**src/verilog/prs_pkg.sv**
```systemverilog
package prs_pkg;

  // ==========================================================================
  // Register offsets (byte addresses)
  // ==========================================================================
  localparam int unsigned ADDR_W = 32;
  localparam logic [31:0] OFF_BANDGAP    = 32'h5000_0050;
  localparam logic [31:0] OFF_P0_RET     = 32'h5000_0070;
  localparam logic [31:0] OFF_P0_SET     = 32'h5000_0074;
  localparam logic [31:0] OFF_P0_CLR     = 32'h5000_0078;
  localparam logic [31:0] OFF_P1_RET     = 32'h5000_007C;
  localparam logic [31:0] OFF_P1_SET     = 32'h5000_0080;
  localparam logic [31:0] OFF_P1_CLR     = 32'h5000_0084;
  localparam logic [31:0] OFF_PIN_CFG    = 32'h5000_0098;
  localparam logic [31:0] OFF_HOLD_TIME  = 32'h5000_009C;
  localparam logic [31:0] OFF_RF_BIAS    = 32'h5000_00A4;
  localparam logic [31:0] OFF_CAUSE      = 32'h5000_00BC;
  localparam logic [31:0] OFF_DBG_RESET  = 32'h5000_00C4;
  localparam logic [31:0] OFF_IRQ_STAT   = 32'h5000_00D0;
  localparam logic [31:0] OFF_IRQ_EN     = 32'h5000_00D4;
  localparam logic [31:0] OFF_IRQ_CLR    = 32'h5000_00D8;

  // ==========================================================================
  // Reset values and field layout
  // ==========================================================================
  localparam logic [15:0] RET_RST        = 16'hFFFF;
  localparam logic [10:0] BANDGAP_RST    = 11'h000;
  localparam logic [7:0]  RF_BIAS_RST    = 8'h3A;
  localparam logic [5:0]  SEL_DISABLED   = 6'h3F;
  localparam logic [5:0]  SEL_PORT1_BASE = 6'h10;
  localparam logic [5:0]  SEL_RSVD_BASE  = 6'h20;
  localparam logic [6:0]  HOLD_RST       = 7'h18;
  localparam logic [5:0]  CAUSE_RST      = 6'h3F;
  localparam int unsigned POL_BIT        = 7;
  localparam int unsigned HOLD_UNIT      = 4096;

  localparam int unsigned F_POR  = 0;
  localparam int unsigned F_HW   = 1;
  localparam int unsigned F_SW   = 2;
  localparam int unsigned F_AWD  = 3;
  localparam int unsigned F_DBG  = 4;
  localparam int unsigned F_EWD  = 5;

  // Interrupt event bits
  localparam int unsigned IRQ_W       = 2;
  localparam int unsigned IRQ_PIN_POR = 0;
  localparam int unsigned IRQ_CAUSE   = 1;

  typedef struct packed {
    logic        polarity;
    logic        rsvd;
    logic [5:0]  select;
  } prs_pin_cfg_t;

  typedef struct packed {
    logic        wr;
    logic        rd;
    logic [31:0] addr;
    logic [31:0] wdata;
  } prs_bus_req_t;

  typedef struct packed {
    logic engine_wdog;
    logic debug_write;
    logic app_wdog;
    logic software;
    logic hardware;
    logic power_on;
  } prs_events_t;

  typedef enum logic [1:0] {
    HOLD_IDLE  = 2'b00,
    HOLD_COUNT = 2'b01,
    HOLD_FIRED = 2'b10
  } prs_hold_t;

endpackage

```
**src/verilog/prs_reset_ctrl.sv**
```systemverilog
// Added by the designer: the strobed register port.
`timescale 1ns/1ps

// Operation
// - Pad controls freeze while retention bit is 0, pass when 1; reset all ones.
// - Set alias write forces marked retention bits to 1; alias reads zero.
// - Clear alias write forces marked retention bits to 0; alias reads zero.
// - Select codes 0x00-0x0F pick port 0 pins, 0x10-0x1F port 1; above reserved.
// - Select all ones (reset value) disables GPIO power-on reset.
// - Polarity bit 0 active low, 1 active high; GPIO source only.
// - Dedicated reset pad always active high.
// - Pin reset fires after hold field times 4096 fast RC periods active.
// - Status bit 5 sets on engine watchdog timeout and on power-on reset.
// - Status bit 4 sets on debug-port reset write and on power-on reset.
// - Status bit 3 sets on application watchdog timeout and power-on reset.
// - Status bit 2 sets on software reset.
// - Status bit 1 sets on hardware reset.
// - Status bit 0 sets on power-on reset; all six reset to 1.
// - Software reads then clears flags; cleared flags stay 0 until new events.
module prs_reset_ctrl
  import prs_pkg::*;
#(
  parameter int unsigned HOLD_UNIT_CYC = HOLD_UNIT  // Fast RC periods per hold step
)(
  input  wire logic        clock,             // System clock
  input  wire logic        sys_rst,           // Sync reset, active high
  input  wire logic [31:0] bus_addr,          // Register byte address
  input  wire logic [31:0] bus_wdata,         // Write data
  input  wire logic        bus_wr,            // Write strobe
  input  wire logic        bus_rd,            // Read strobe
  output logic      [31:0] bus_rdata,         // Read data, cycle after strobe
  input  wire logic        fast_rc_tick,      // One pulse per fast RC period
  input  wire logic [15:0] port0_pins,        // Port 0 pad inputs
  input  wire logic [15:0] port1_pins,        // Port 1 pad inputs
  input  wire logic        reset_pad,         // Dedicated reset pad
  input  wire logic        engine_wdog_evt,   // Protocol engine watchdog timeout
  input  wire logic        app_wdog_evt,      // Application watchdog timeout
  input  wire logic        sw_reset_evt,      // Software reset
  input  wire logic        por_evt,           // Power-on reset from supervisor
  input  wire logic [31:0] port0_ctrl_in,     // Port 0 pad controls, 2 bits per pad
  input  wire logic [31:0] port1_ctrl_in,     // Port 1 pad controls, 2 bits per pad
  output logic      [31:0] port0_ctrl_out,    // Port 0 retained controls
  output logic      [31:0] port1_ctrl_out,    // Port 1 retained controls
  output logic      [15:0] port0_retention_bits, // Port 0 retention enables
  output logic      [15:0] port1_retention_bits, // Port 1 retention enables
  output logic             pin_por_r,         // Pin power-on reset request pulse
  output logic             hw_reset_r,        // Reset pad active, registered
  output logic      [10:0] bandgap_trim_r,    // Bandgap trim field
  output logic      [7:0]  rf_bias_sel_r,     // RF bias reference select
  output logic             irq_r              // Level interrupt
);

  // Unit counter is only 16 bits wide
  if (HOLD_UNIT_CYC < 1 || HOLD_UNIT_CYC > 65536)
  begin : g_unit_check
    $error("HOLD_UNIT_CYC out of range");
  end

  // ==========================================================================
  // Helpers
  // ==========================================================================
  function automatic logic [31:0] hold_mask(input logic [15:0] en, input logic [31:0] cur,
                                            input logic [31:0] nxt);
    logic [31:0] res;
    res = cur;
    for (int i = 0; i < 16; i++)
      if (en[i])
        res[2*i +: 2] = nxt[2*i +: 2];
    return res;
  endfunction

  function automatic logic [15:0] apply_alias(input logic [15:0] cur, input logic [15:0] set_m,
                                              input logic [15:0] clr_m);
    return (cur | set_m) & ~clr_m;
  endfunction

  prs_bus_req_t req;
  assign req = '{wr: bus_wr, rd: bus_rd, addr: bus_addr, wdata: bus_wdata};

  prs_pin_cfg_t pin_cfg_r;
  logic [6:0]   hold_time_r;
  logic [5:0]   cause_r;
  logic [IRQ_W-1:0] irq_stat_r;
  logic [IRQ_W-1:0] irq_en_r;

  // ==========================================================================
  // Pad retention
  // ==========================================================================
  logic [15:0] p0_set, p0_clr, p1_set, p1_clr;
  assign p0_set = (req.wr && req.addr == OFF_P0_SET) ? req.wdata[15:0] : 16'h0000;
  assign p0_clr = (req.wr && req.addr == OFF_P0_CLR) ? req.wdata[15:0] : 16'h0000;
  assign p1_set = (req.wr && req.addr == OFF_P1_SET) ? req.wdata[15:0] : 16'h0000;
  assign p1_clr = (req.wr && req.addr == OFF_P1_CLR) ? req.wdata[15:0] : 16'h0000;

  always_ff @(posedge clock)
  begin
    if (sys_rst)
    begin
      port0_retention_bits <= RET_RST;
      port1_retention_bits <= RET_RST;
    end
    else
    begin
      if (req.wr && req.addr == OFF_P0_RET)
        port0_retention_bits <= req.wdata[15:0];
      else
        port0_retention_bits <= apply_alias(port0_retention_bits, p0_set, p0_clr);
      if (req.wr && req.addr == OFF_P1_RET)
        port1_retention_bits <= req.wdata[15:0];
      else
        port1_retention_bits <= apply_alias(port1_retention_bits, p1_set, p1_clr);
    end
  end

  // Controls follow one cycle late; frozen pads keep their last value
  always_ff @(posedge clock)
  begin
    if (sys_rst)
    begin
      port0_ctrl_out <= port0_ctrl_in;
      port1_ctrl_out <= port1_ctrl_in;
    end
    else
    begin
      port0_ctrl_out <= hold_mask(port0_retention_bits, port0_ctrl_out, port0_ctrl_in);
      port1_ctrl_out <= hold_mask(port1_retention_bits, port1_ctrl_out, port1_ctrl_in);
    end
  end

  // ==========================================================================
  // Configuration registers
  // ==========================================================================
  always_ff @(posedge clock)
  begin
    if (sys_rst)
    begin
      pin_cfg_r      <= '{polarity: 1'b0, rsvd: 1'b0, select: SEL_DISABLED};
      hold_time_r    <= HOLD_RST;
      bandgap_trim_r <= BANDGAP_RST;
      rf_bias_sel_r  <= RF_BIAS_RST;
      irq_en_r       <= '0;
    end
    else if (req.wr)
    begin
      if (req.addr == OFF_PIN_CFG)
        pin_cfg_r <= prs_pin_cfg_t'({req.wdata[7], 1'b0, req.wdata[5:0]});
      else if (req.addr == OFF_HOLD_TIME)
        hold_time_r <= req.wdata[6:0];
      else if (req.addr == OFF_BANDGAP)
        bandgap_trim_r <= req.wdata[10:0] & 11'h7DF;
      else if (req.addr == OFF_RF_BIAS)
        rf_bias_sel_r <= req.wdata[7:0];
      else if (req.addr == OFF_IRQ_EN)
        irq_en_r <= req.wdata[IRQ_W-1:0];
    end
  end

  // ==========================================================================
  // Reset pin selection and hold timer
  // ==========================================================================
  logic [31:0] all_pins;
  logic        sel_level;
  logic        sel_valid;
  logic        pin_active;
  assign all_pins   = {port1_pins, port0_pins};
  assign sel_valid  = pin_cfg_r.select < SEL_RSVD_BASE;
  assign sel_level  = all_pins[pin_cfg_r.select[4:0]];
  assign pin_active = sel_valid && (sel_level == pin_cfg_r.polarity);

  prs_hold_t   hold_st_r;
  logic [15:0] unit_cnt_r;
  logic [6:0]  step_cnt_r;

  always_ff @(posedge clock)
  begin
    if (sys_rst)
    begin
      hold_st_r  <= HOLD_IDLE;
      unit_cnt_r <= '0;
      step_cnt_r <= '0;
      pin_por_r  <= 1'b0;
    end
    else
    begin
      pin_por_r <= 1'b0;
      case (hold_st_r)
        HOLD_IDLE:
        begin
          unit_cnt_r <= '0;
          step_cnt_r <= '0;
          if (pin_active)
            hold_st_r <= HOLD_COUNT;
        end
        HOLD_COUNT:
        begin
          if (!pin_active)
          begin
            hold_st_r  <= HOLD_IDLE;
            unit_cnt_r <= '0;
            step_cnt_r <= '0;
          end
          else if (step_cnt_r >= hold_time_r)
          begin
            hold_st_r <= HOLD_FIRED;
            pin_por_r <= 1'b1;
          end
          else if (fast_rc_tick)
          begin
            if (unit_cnt_r == 16'(HOLD_UNIT_CYC - 1))
            begin
              unit_cnt_r <= '0;
              step_cnt_r <= step_cnt_r + 7'd1;
            end
            else
              unit_cnt_r <= unit_cnt_r + 16'd1;
          end
        end
        HOLD_FIRED:
        begin
          if (!pin_active)
            hold_st_r <= HOLD_IDLE;
        end
        default:
          hold_st_r <= HOLD_IDLE;
      endcase
    end
  end

  always_ff @(posedge clock)
  begin
    if (sys_rst)
      hw_reset_r <= 1'b0;
    else
      hw_reset_r <= reset_pad;
  end

  // ==========================================================================
  // Reset cause flags
  // ==========================================================================
  prs_events_t ev;
  logic        any_por;
  logic [5:0]  ev_bits;
  assign any_por = por_evt | pin_por_r;
  assign ev = '{engine_wdog: engine_wdog_evt | any_por,
                debug_write: (req.wr && req.addr == OFF_DBG_RESET) | any_por,
                app_wdog:    app_wdog_evt | any_por,
                software:    sw_reset_evt,
                hardware:    hw_reset_r,
                power_on:    any_por};
  assign ev_bits = ev;

  always_ff @(posedge clock)
  begin
    if (sys_rst)
      cause_r <= CAUSE_RST;
    else if (req.wr && req.addr == OFF_CAUSE)
      cause_r <= (req.wdata[5:0] & cause_r) | ev_bits;
    else
      cause_r <= cause_r | ev_bits;
  end

  // ==========================================================================
  // Interrupts
  // ==========================================================================
  logic [IRQ_W-1:0] irq_ev;
  logic [IRQ_W-1:0] irq_clr;
  assign irq_ev  = {(|ev_bits), pin_por_r};
  assign irq_clr = (req.wr && req.addr == OFF_IRQ_CLR) ? req.wdata[IRQ_W-1:0] : '0;

  always_ff @(posedge clock)
  begin
    if (sys_rst)
    begin
      irq_stat_r <= '0;
      irq_r      <= 1'b0;
    end
    else
    begin
      irq_stat_r <= (irq_stat_r & ~irq_clr) | irq_ev;
      irq_r      <= |(((irq_stat_r & ~irq_clr) | irq_ev) & irq_en_r);
    end
  end

  // ==========================================================================
  // Read port
  // ==========================================================================
  always_ff @(posedge clock)
  begin
    if (sys_rst)
      bus_rdata <= '0;
    else if (req.rd)
    begin
      if (req.addr == OFF_P0_RET)
        bus_rdata <= {16'h0000, port0_retention_bits};
      else if (req.addr == OFF_P1_RET)
        bus_rdata <= {16'h0000, port1_retention_bits};
      else if (req.addr == OFF_PIN_CFG)
        bus_rdata <= {24'h00_0000, pin_cfg_r};
      else if (req.addr == OFF_HOLD_TIME)
        bus_rdata <= {25'h000_0000, hold_time_r};
      else if (req.addr == OFF_BANDGAP)
        bus_rdata <= {21'h00_0000, bandgap_trim_r};
      else if (req.addr == OFF_RF_BIAS)
        bus_rdata <= {24'h00_0000, rf_bias_sel_r};
      else if (req.addr == OFF_CAUSE)
        bus_rdata <= {26'h000_0000, cause_r};
      else if (req.addr == OFF_IRQ_STAT)
        bus_rdata <= {30'h0000_0000, irq_stat_r};
      else if (req.addr == OFF_IRQ_EN)
        bus_rdata <= {30'h0000_0000, irq_en_r};
      else
        bus_rdata <= '0;
    end
    else
      bus_rdata <= '0;
  end

  // ==========================================================================
  // Checks
  // ==========================================================================
  a_ret_set_bits: assert property (@(posedge clock) disable iff (sys_rst)
    (req.wr && req.addr == OFF_P0_SET) |=> ((port0_retention_bits & $past(req.wdata[15:0])) ==
      $past(req.wdata[15:0])))
    else $error("set alias missed a bit");
  a_ret_clr_bits: assert property (@(posedge clock) disable iff (sys_rst)
    (req.wr && req.addr == OFF_P1_CLR) |=> ((port1_retention_bits & $past(req.wdata[15:0])) == 16'h0000))
    else $error("clear alias missed a bit");
  a_ret_keep_zero: assert property (@(posedge clock) disable iff (sys_rst)
    (req.wr && req.addr == OFF_P0_SET && req.wdata[15:0] == 16'h0000) |=> $stable(port0_retention_bits))
    else $error("zero alias write changed bits");
  a_alias_reads_zero: assert property (@(posedge clock) disable iff (sys_rst)
    (req.rd && (req.addr == OFF_P0_SET || req.addr == OFF_P1_CLR)) |=> bus_rdata == 32'h0000_0000)
    else $error("alias read not zero");
  a_pad_frozen: assert property (@(posedge clock) disable iff (sys_rst)
    (!port0_retention_bits[0] && !$past(sys_rst)) |=> port0_ctrl_out[1:0] == $past(port0_ctrl_out[1:0]))
    else $error("frozen pad moved");
  a_sel_disabled: assert property (@(posedge clock) disable iff (sys_rst)
    (pin_cfg_r.select == SEL_DISABLED) |-> (hold_st_r == HOLD_IDLE || !pin_active) ##1 !pin_por_r)
    else $error("pin reset while disabled");
  a_hold_restart: assert property (@(posedge clock) disable iff (sys_rst)
    (hold_st_r == HOLD_COUNT && !pin_active) |=> (step_cnt_r == 7'd0 && unit_cnt_r == 16'd0))
    else $error("hold counter not restarted");
  a_por_sets_flags: assert property (@(posedge clock) disable iff (sys_rst)
    pin_por_r |=> (cause_r[F_POR] && cause_r[F_EWD] && cause_r[F_DBG] && cause_r[F_AWD]))
    else $error("power-on reset flags not set");
  a_sw_flag: assert property (@(posedge clock) disable iff (sys_rst)
    sw_reset_evt |=> cause_r[F_SW])
    else $error("software reset flag not set");
  a_flag_clear: assert property (@(posedge clock) disable iff (sys_rst)
    (req.wr && req.addr == OFF_CAUSE && req.wdata[5:0] == 6'h00 && ev_bits == 6'h00) |=> cause_r == 6'h00)
    else $error("cause flags not cleared");

  c_pin_fire: cover property (@(posedge clock) disable iff (sys_rst) pin_por_r);
  c_hold_abort: cover property (@(posedge clock) disable iff (sys_rst) hold_st_r == HOLD_COUNT && !pin_active);
  c_irq: cover property (@(posedge clock) disable iff (sys_rst) irq_r);

endmodule // prs_reset_ctrl

```
**config.mk**
```make
export PLATFORM = sky130hd
export DESIGN_NAME = prs_reset_ctrl
export DESIGN_NICKNAME = d
export VERILOG_FILES = /design/src/verilog/prs_pkg.sv /design/src/verilog/prs_reset_ctrl.sv
export SDC_FILE = /design/constraint.sdc
export NUM_CORES = 1
export LEC_CHECK = 0
export ABC_AREA = 1
export BUFFER_PORTS_ARGS = -buffer_cell sky130_fd_sc_hd__clkbuf_2
export CAP_MARGIN = 20
export CORE_ASPECT_RATIO = 1.75
export CORE_MARGIN = 2
export CORE_UTILIZATION = 50
export CTS_CLUSTER_DIAMETER = 80
export DETAILED_ROUTE_END_ITERATION = 6
export MAX_ROUTING_LAYER = met4
export PLACE_DENSITY = 0.81
export SLEW_MARGIN = 20
export SYNTH_ARGS = -nofsm -noshare
export SYNTH_HDL_FRONTEND = slang
export SYNTH_SLANG_ARGS = --single-unit
```
**constraint.sdc**
```tcl
create_clock -name clock -period 2.5 [get_ports clock]
set_clock_uncertainty 0.2 [all_clocks]
set_input_delay 0.375 -clock clock [delete_from_list [all_inputs] [get_ports clock]]
set_output_delay 0.375 -clock clock [all_outputs]
set_load 0.02 [all_outputs]
```
After elaboration in Yosys (flattened, before gate mapping)
Cells that the tools add are included.

Bits in registers: 198. Output and inout bits: 150.

Add/sub/neg operators: 2. Order comparisons: 3. Eq/ne operators: 25. Muxes and demuxes: 69. Bitwise operators: 24. Reduce and logical (&&, ||, !) cells: 57.

Operator list (number): $eq 32x31->1 const B (15); $mux 16 (12); $mux 2 (39); $reduce_bool 2->1 (33); $mux 32 (2); $mux 11 (3); $and 16x16->16 (2); $not 16->16 (2); $or 16x16->16 (2); $pmux 16 s2 (1); $mux 7 (4); $add 16x1->16 const B (1); $eq 16x12->1 const B (1); $pmux 7 s2 (1); $mux 6 (2); $ne 3x3->1 const B (4); $or 6x6->6 (2); $logic_and 1x1->1 (10); $reduce_or 10->1 (1); $reduce_and 3->1 (3); $mux 8 (1); $reduce_and 4->1 (2); $add 7x1->7 const B (1); $ge 7x7->1 (1); 22 further kinds (35).

Logic depth before layout (Yosys ltp)
Depth after elaboration: 10. Depth in mapped cells: 19. Gate-level depth less buffers: 16.

Worst setup path before layout
OpenSTA, ideal clock, no wires.

Path type: input-to-reg. From: input bus_addr[8]. To: register port1_retention_bits[6]. Arrival time: 1.817 ns. Slack: 0.345 ns. Cell stages on the path: 9. Buffers on the path: 1. Path through: nor2_1 nand2_1 nor2_2 inv_2 nor4_1 nand3_1 buf_2 o211ai_1 o211ai_1.

Longest elaborated chain between the ends: 6.

RTL lines: start, declared (line prs_reset_ctrl.sv:27) `input wire logic [31:0] bus_addr,`; $eq 32x31->1, on equally long branches (line prs_reset_ctrl.sv:92, prs_reset_ctrl.sv:93); $logic_and 1x1->1, on equally long branches (line prs_reset_ctrl.sv:92, prs_reset_ctrl.sv:93); $mux 16, on equally long branches (line prs_reset_ctrl.sv:92, prs_reset_ctrl.sv:93); $or 16x16->16 or $not 16->16 (tied branches) (line prs_reset_ctrl.sv:74) `return (cur | set_m) & ~clr_m;`; $and 16x16->16 (line prs_reset_ctrl.sv:74); $mux 16 * (line prs_reset_ctrl.sv:108) `if (req.wr && req.addr == OFF_P1_RET)`; end signal, assigned (line prs_reset_ctrl.sv:109) `port1_retention_bits <= req.wdata[15:0];`; end signal, assigned (line prs_reset_ctrl.sv:111) `port1_retention_bits <= apply_alias(port1_retention_bits, p1_set, p1_clr);`; end, declared (line prs_reset_ctrl.sv:45) `output logic [15:0] port1_retention_bits,`.

Mark *: on every way between the ends. The rest lies on a longest branch, timed or not. A chain may end at the register's enable or synchronous reset.

Final worst setup path
From: register pin_cfg_r[0] (netlist bit). To: register unit_cnt_r[9].

Longest elaborated chain between the ends: 6.

RTL lines: start, declared (line prs_reset_ctrl.sv:80) `prs_pin_cfg_t pin_cfg_r;`; start signal, assigned (line prs_reset_ctrl.sv:137) `pin_cfg_r <= '{polarity: 1'b0, rsvd: 1'b0, select: SEL_DISABLED};`; start signal, assigned (line prs_reset_ctrl.sv:146) `pin_cfg_r <= prs_pin_cfg_t'({req.wdata[7], 1'b0, req.wdata[5:0]});`; $bmux 1 s5 (line prs_reset_ctrl.sv:167) `assign sel_level = all_pins[pin_cfg_r.select[4:0]];`; $mux 1 (not written as such) (line prs_reset_ctrl.sv:167); $eq 1x1->1 (line prs_reset_ctrl.sv:168) `assign pin_active = sel_valid && (sel_level == pin_cfg_r.polarity);`; $logic_and 1x1->1 * (line prs_reset_ctrl.sv:168); $ne 3x3->1 (no source line) or $mux 16 (tied branches); $reduce_and 3->1 (no source line) or $pmux 16 s2 (tied branches); end signal, assigned (line prs_reset_ctrl.sv:215) `unit_cnt_r <= unit_cnt_r + 16'd1;`; end, declared (line prs_reset_ctrl.sv:171) `logic [15:0] unit_cnt_r;`.

Mark *: on every way between the ends. The rest lies on a longest branch, timed or not. The select of a mux whose other input is x is not followed.

==> reports/results.txt <==
The run finished with clean final reports. The cell type with the largest total area after synthesis was dfxtp_1. The die is 179 um tall.

The count of endpoints failing hold in the final timing report was 0; the via count of the first global-routing pass was 9321. The final core utilization was 0.701; the placeable core region was 0.0173 mm^2. The arithmetic-cell share of the synthesized area counting full adders, half adders and majority gates was 0.0129. The wire length reported by the detailed router is 32.2 mm.

For the worst setup path, the data required time is 2670 ps. Largest net degree at the start of global routing: 33. In this run the core area contains 64 standard-cell rows. The final period utilization was 0.956. The number of nets at the end of the flow was 1631; the met2 layer usage reported by global route was 0.637. The worst slew margin relative to its limit is 0.653. Clock-pin slew was measured on the worst setup and hold paths at 70 ps.

At the worst endpoint, the arrival time is 2570 ps. Among the stages of the critical path, the cell type that occurs most often is nand3_4. In this run the power spent charging and discharging nets is 1.61 mW.

Once layout is done, the placed cells without fillers occupy 0.0121 mm^2. The first global-routing pass estimated 48.7 mm of wire. Across all layers, the routed design uses 9497 vias. The maximum clock rate was 418 MHz; the biggest fanout along the worst timing path was 7.

The logs give 0.00875 mm^2 for the synthesized area and 0.995 for the final estimated routing congestion in global placement. The internal power of the cells totals 4.76 mW. The share of the synthesized area in the top cell type is 0.270.

During I/O placement, the number of pins put on the boundary was 320. The number of antenna diodes in the final layout is 0. The path class of the tightest hold or removal check is in -> reg. For the die area, the log shows 0.0186 mm^2.

Across the VDD grid, the largest voltage drop is 0.406 mV. Insertion delay of the later-clocked pin in the worst-skew pair: 440 ps. The measured slew at the worst slew-check pin is 516 ps.

The clock network fraction of total power was 0.422. The run gives 0.506 as the initial standard-cell utilization of the core. The proportion of total power due to net switching was 0.253.

The tools report the met3 capacity usage during global routing as 0.0763. The critical path capture point type is a register. The tools report the CTS buffer count as 17.

The xor and xnor area share after synthesis is 0.0120. Among all flip-flop cells after synthesis, the most frequent one is dfxtp_1. Static power due to leakage: 5.68 nW. Yosys mapped a number of flops with a built-in enable equal to 64. The DRC violation count after routing came out at 0. On the critical path the largest part of the delay comes from simple AND/OR/NAND/NOR gates.

A synthesized cell averages 8.34 um^2. In the final routed layout, each cell accounts on average for 19.0 um. The logs give 0 for the final-report max-slew violation count and 4 for the H-tree depth. After filler insertion, the fill cell instance count of the layout stands at 1322.

The floorplan die width was 104 um. The library cells used most frequently in the layout, excluding fill and tap cells, are clkbuf_2 (286), nand2_1 (179), inv_1 (116), dfxtp_1 (116), nor2_1 (79). Overall fraction of global-route tracks in use: 0.346.

The async set-reset flop share out of synthesis was 0; the initial antenna violation count was 0. After synthesis, the largest family of logic cells by area is simple AND/OR/NAND/NOR gates. On the worst path, the slowest cell contributes a delay of 360 ps.

The run gives 0 as the warning count from the yosys run. Clock tree synthesis found a total of 182 sinks. TritonCTS built the clock tree. For the reported max-cap violation count, the log shows 0. The complex-gate fraction of the synthesized area came out at 0.164. The number of buffers and inverters on the critical path is 3. The iteration-0 DRC count of the detailed router was 718. For this design the ratio of total power to cell area is 525 mW/mm^2. Relative area change from synthesis to final layout: 38.5%. The most frequent standard cell in the layout excluding fill and tap cells is clkbuf_2. The number of cells produced by synthesis came out at 1050. The synthesized flop and latch total was 182. The basic-gate share of the synthesized area counting and, or, nand and nor cells was 0.225. For the buffer depth of the longest clock path, the log shows 2.

The start-to-end type of the worst setup path is reg -> reg. Ranked by total cell area, the synthesized netlist is headed by dfxtp_1 (27%), edfxtp_1 (22%), nand2_1 (8.0%), o211ai_1 (6.6%), inv_1 (5.0%). For this run the aggregate overflow at the end of global routing stands at 0.

The signal on the critical path passes through buf_12 -> buf_12 -> nand2_1 -> nand3_1 -> nand3_1 -> nand2_1 -> nand2_2 -> nand3_4 -> nand3_4 -> nand3_4 -> nor2_4 -> nand2_8 -> nand2_8 -> buf_4 -> o21ai_0 -> nor2_1. The cell with the largest stage delay on the worst path was dfxtp_4. The multiplexer fraction of the synthesized cell area is 0, and the half-perimeter wire length after detailed placement is 22.1 mm. Summing all placed instances gives a cell area of 0.0106 mm^2. The tools report the part of the total power dissipated in combinational logic as 0.086. Dividing the detail-routed via count by the number of cells gives 5.60. In this run the most used layer during global routing was met2.

The run gives 0.492 as the sequential fraction of design power. Before antenna repair, the detailed router went through 5 iterations. The logs give 0.315 for the met1 global-route usage and 0 for the post-route antenna net violation count. The proportion of synthesized chip area in sequential cells is 0.489, and the number of buffer cells added on primary ports is 286.

The worst path in the final design needs a cycle of 2390 ps, including I/O delays and setup. The run gives 46 as the number of distinct standard cells referenced by the synthesized netlist. STA classifies the critical path startpoint as a register. The layout cell share with drive strength beyond 1 came out at 0.308.

Setup violations remaining at the end of the flow were counted as 0. Clock root buffer master: clkbuf_16.
worst paths after layout:
check | endpoint | slack [ps] | startpoint | depth (start not counted)
setup / recovery | unit_cnt_r[9] | 110 | pin_cfg_r[0] | 16
hold / removal | cause_r[3] | 10 | app_wdog_evt | 3
setup reg to reg | unit_cnt_r[9] | 110 | pin_cfg_r[0] | 16
hold reg to reg | hold_st_r[0] | 250 | hold_st_r[0] | 1
worst register-to-register path, stage by stage (launching register included):
cell and delay [ps]:
dfxtp_4 360, buf_12 150, buf_12 130, nand2_1 50
nand3_1 80, nand3_1 100, nand2_1 70, nand2_2 80
nand3_4 90, nand3_4 120, nand3_4 110, nor2_4 240
nand2_8 120, nand2_8 130, buf_4 120, o21ai_0 80
nor2_1 100
per-stage QoR:
| stage | setup TNS (ps) | power [mW] | hold slack (ps) | instances | setup slack [ps] |
|---|---|---|---|---|---|
| 6_report | 0 | 6.37 | 12.1 | 1696 | 110 |
| 5_1_grt | -220 | 6.53 | 31.8 | 1696 | -49.4 |
| 2_1_floorplan | 0 | 3.42 | 227 | 1066 | 345 |
| 3_5_place_dp | 0 | 3.64 | 248 | 1579 | 35.1 |
| 3_3_place_gp | 0 | 3.63 | 244 | 1579 | 91.6 |
| 4_1_cts | 0 | 6.34 | 1.75 | 1678 | 35.9 |
cell usage after synthesis (8+ instances only):
cell / number
inv_1: 117
clkbuf_1: 24
dfxtp_1: 118
o211ai_1: 77
edfxtp_1: 64
xor2_1: 10
nor2_2: 15
o21ai_0: 78
nand4_1: 23
o21ai_1: 12
nand2_2: 8
buf_4: 17
nand2_1: 187
ha_1: 9
nor3_1: 17
nor4_1: 10
nor2_1: 81
nand3_1: 71
a21oi_1: 48
logic make-up (layout without fill, tap and decap cells):
family                   count (synthesis)  count (layout)
AO/OA/AOI/OAI                          235             235
AND/OR/NAND/NOR                        426             427
other                                    1              17
buffers and inverters                  185             583
flip-flops                             182             182
XOR/XNOR                                12              12
adder cells (fa/ha/maj)                  9               9
metal layers:
metal | share of wire | vias up
met2 | 0.53 | 594
met5 | 0 | -
met4 | 0.077 | 0
li1 | - | 4378
met3 | 0.083 | 173
met1 | 0.32 | 4352
power by group through the flow:
stage	combinational [mW]	sequential [mW]	clock, mW
2_1_floorplan	0.146	3.27	0
3_3_place_gp	0.432	3.20	0
3_5_place_dp	0.438	3.20	0
4_1_cts	0.525	3.13	2.68
5_1_grt	0.582	3.14	2.81
6_report	0.546	3.13	2.69
layout make-up:
type | count | area (um^2) | area share
Sequential cell | 182 | 4290 | 0.354
Multi-Input combinational cell | 700 | 3770 | 0.311
Timing Repair Buffer | 421 | 2670 | 0.220
Inverter | 130 | 520 | 0.0429
Clock buffer | 17 | 425 | 0.0351
Tap cell | 231 | 289 | 0.0238
Clock inverter | 15 | 159 | 0.0131
sequential cells by signal (all words and copies together) (netlist names), 2 cells and up:
register	flops
rf_bias_sel_r	8
irq_stat_r	2
port1_retention_bits	16
port0_retention_bits	16
bandgap_trim_r	10
port1_ctrl_out	32
irq_en_r	2
cause_r	6
hold_time_r	7
bus_rdata	16
unit_cnt_r	16
pin_cfg_r	7
hold_st_r	2
port0_ctrl_out	32
step_cnt_r	7
timing repair:
| action | 4_1_cts | 5_1_grt |
|---|---|---|
| hold buffers | 67 | 0 |
| setup buffers | 0 | 16 |
| setup endpoints to repair | 0 | 23 |
| endpoints found under the hold margin | 67 | 0 |
| gates resized for setup | 0 | 25 |
Power figures use the tool's default switching activity.
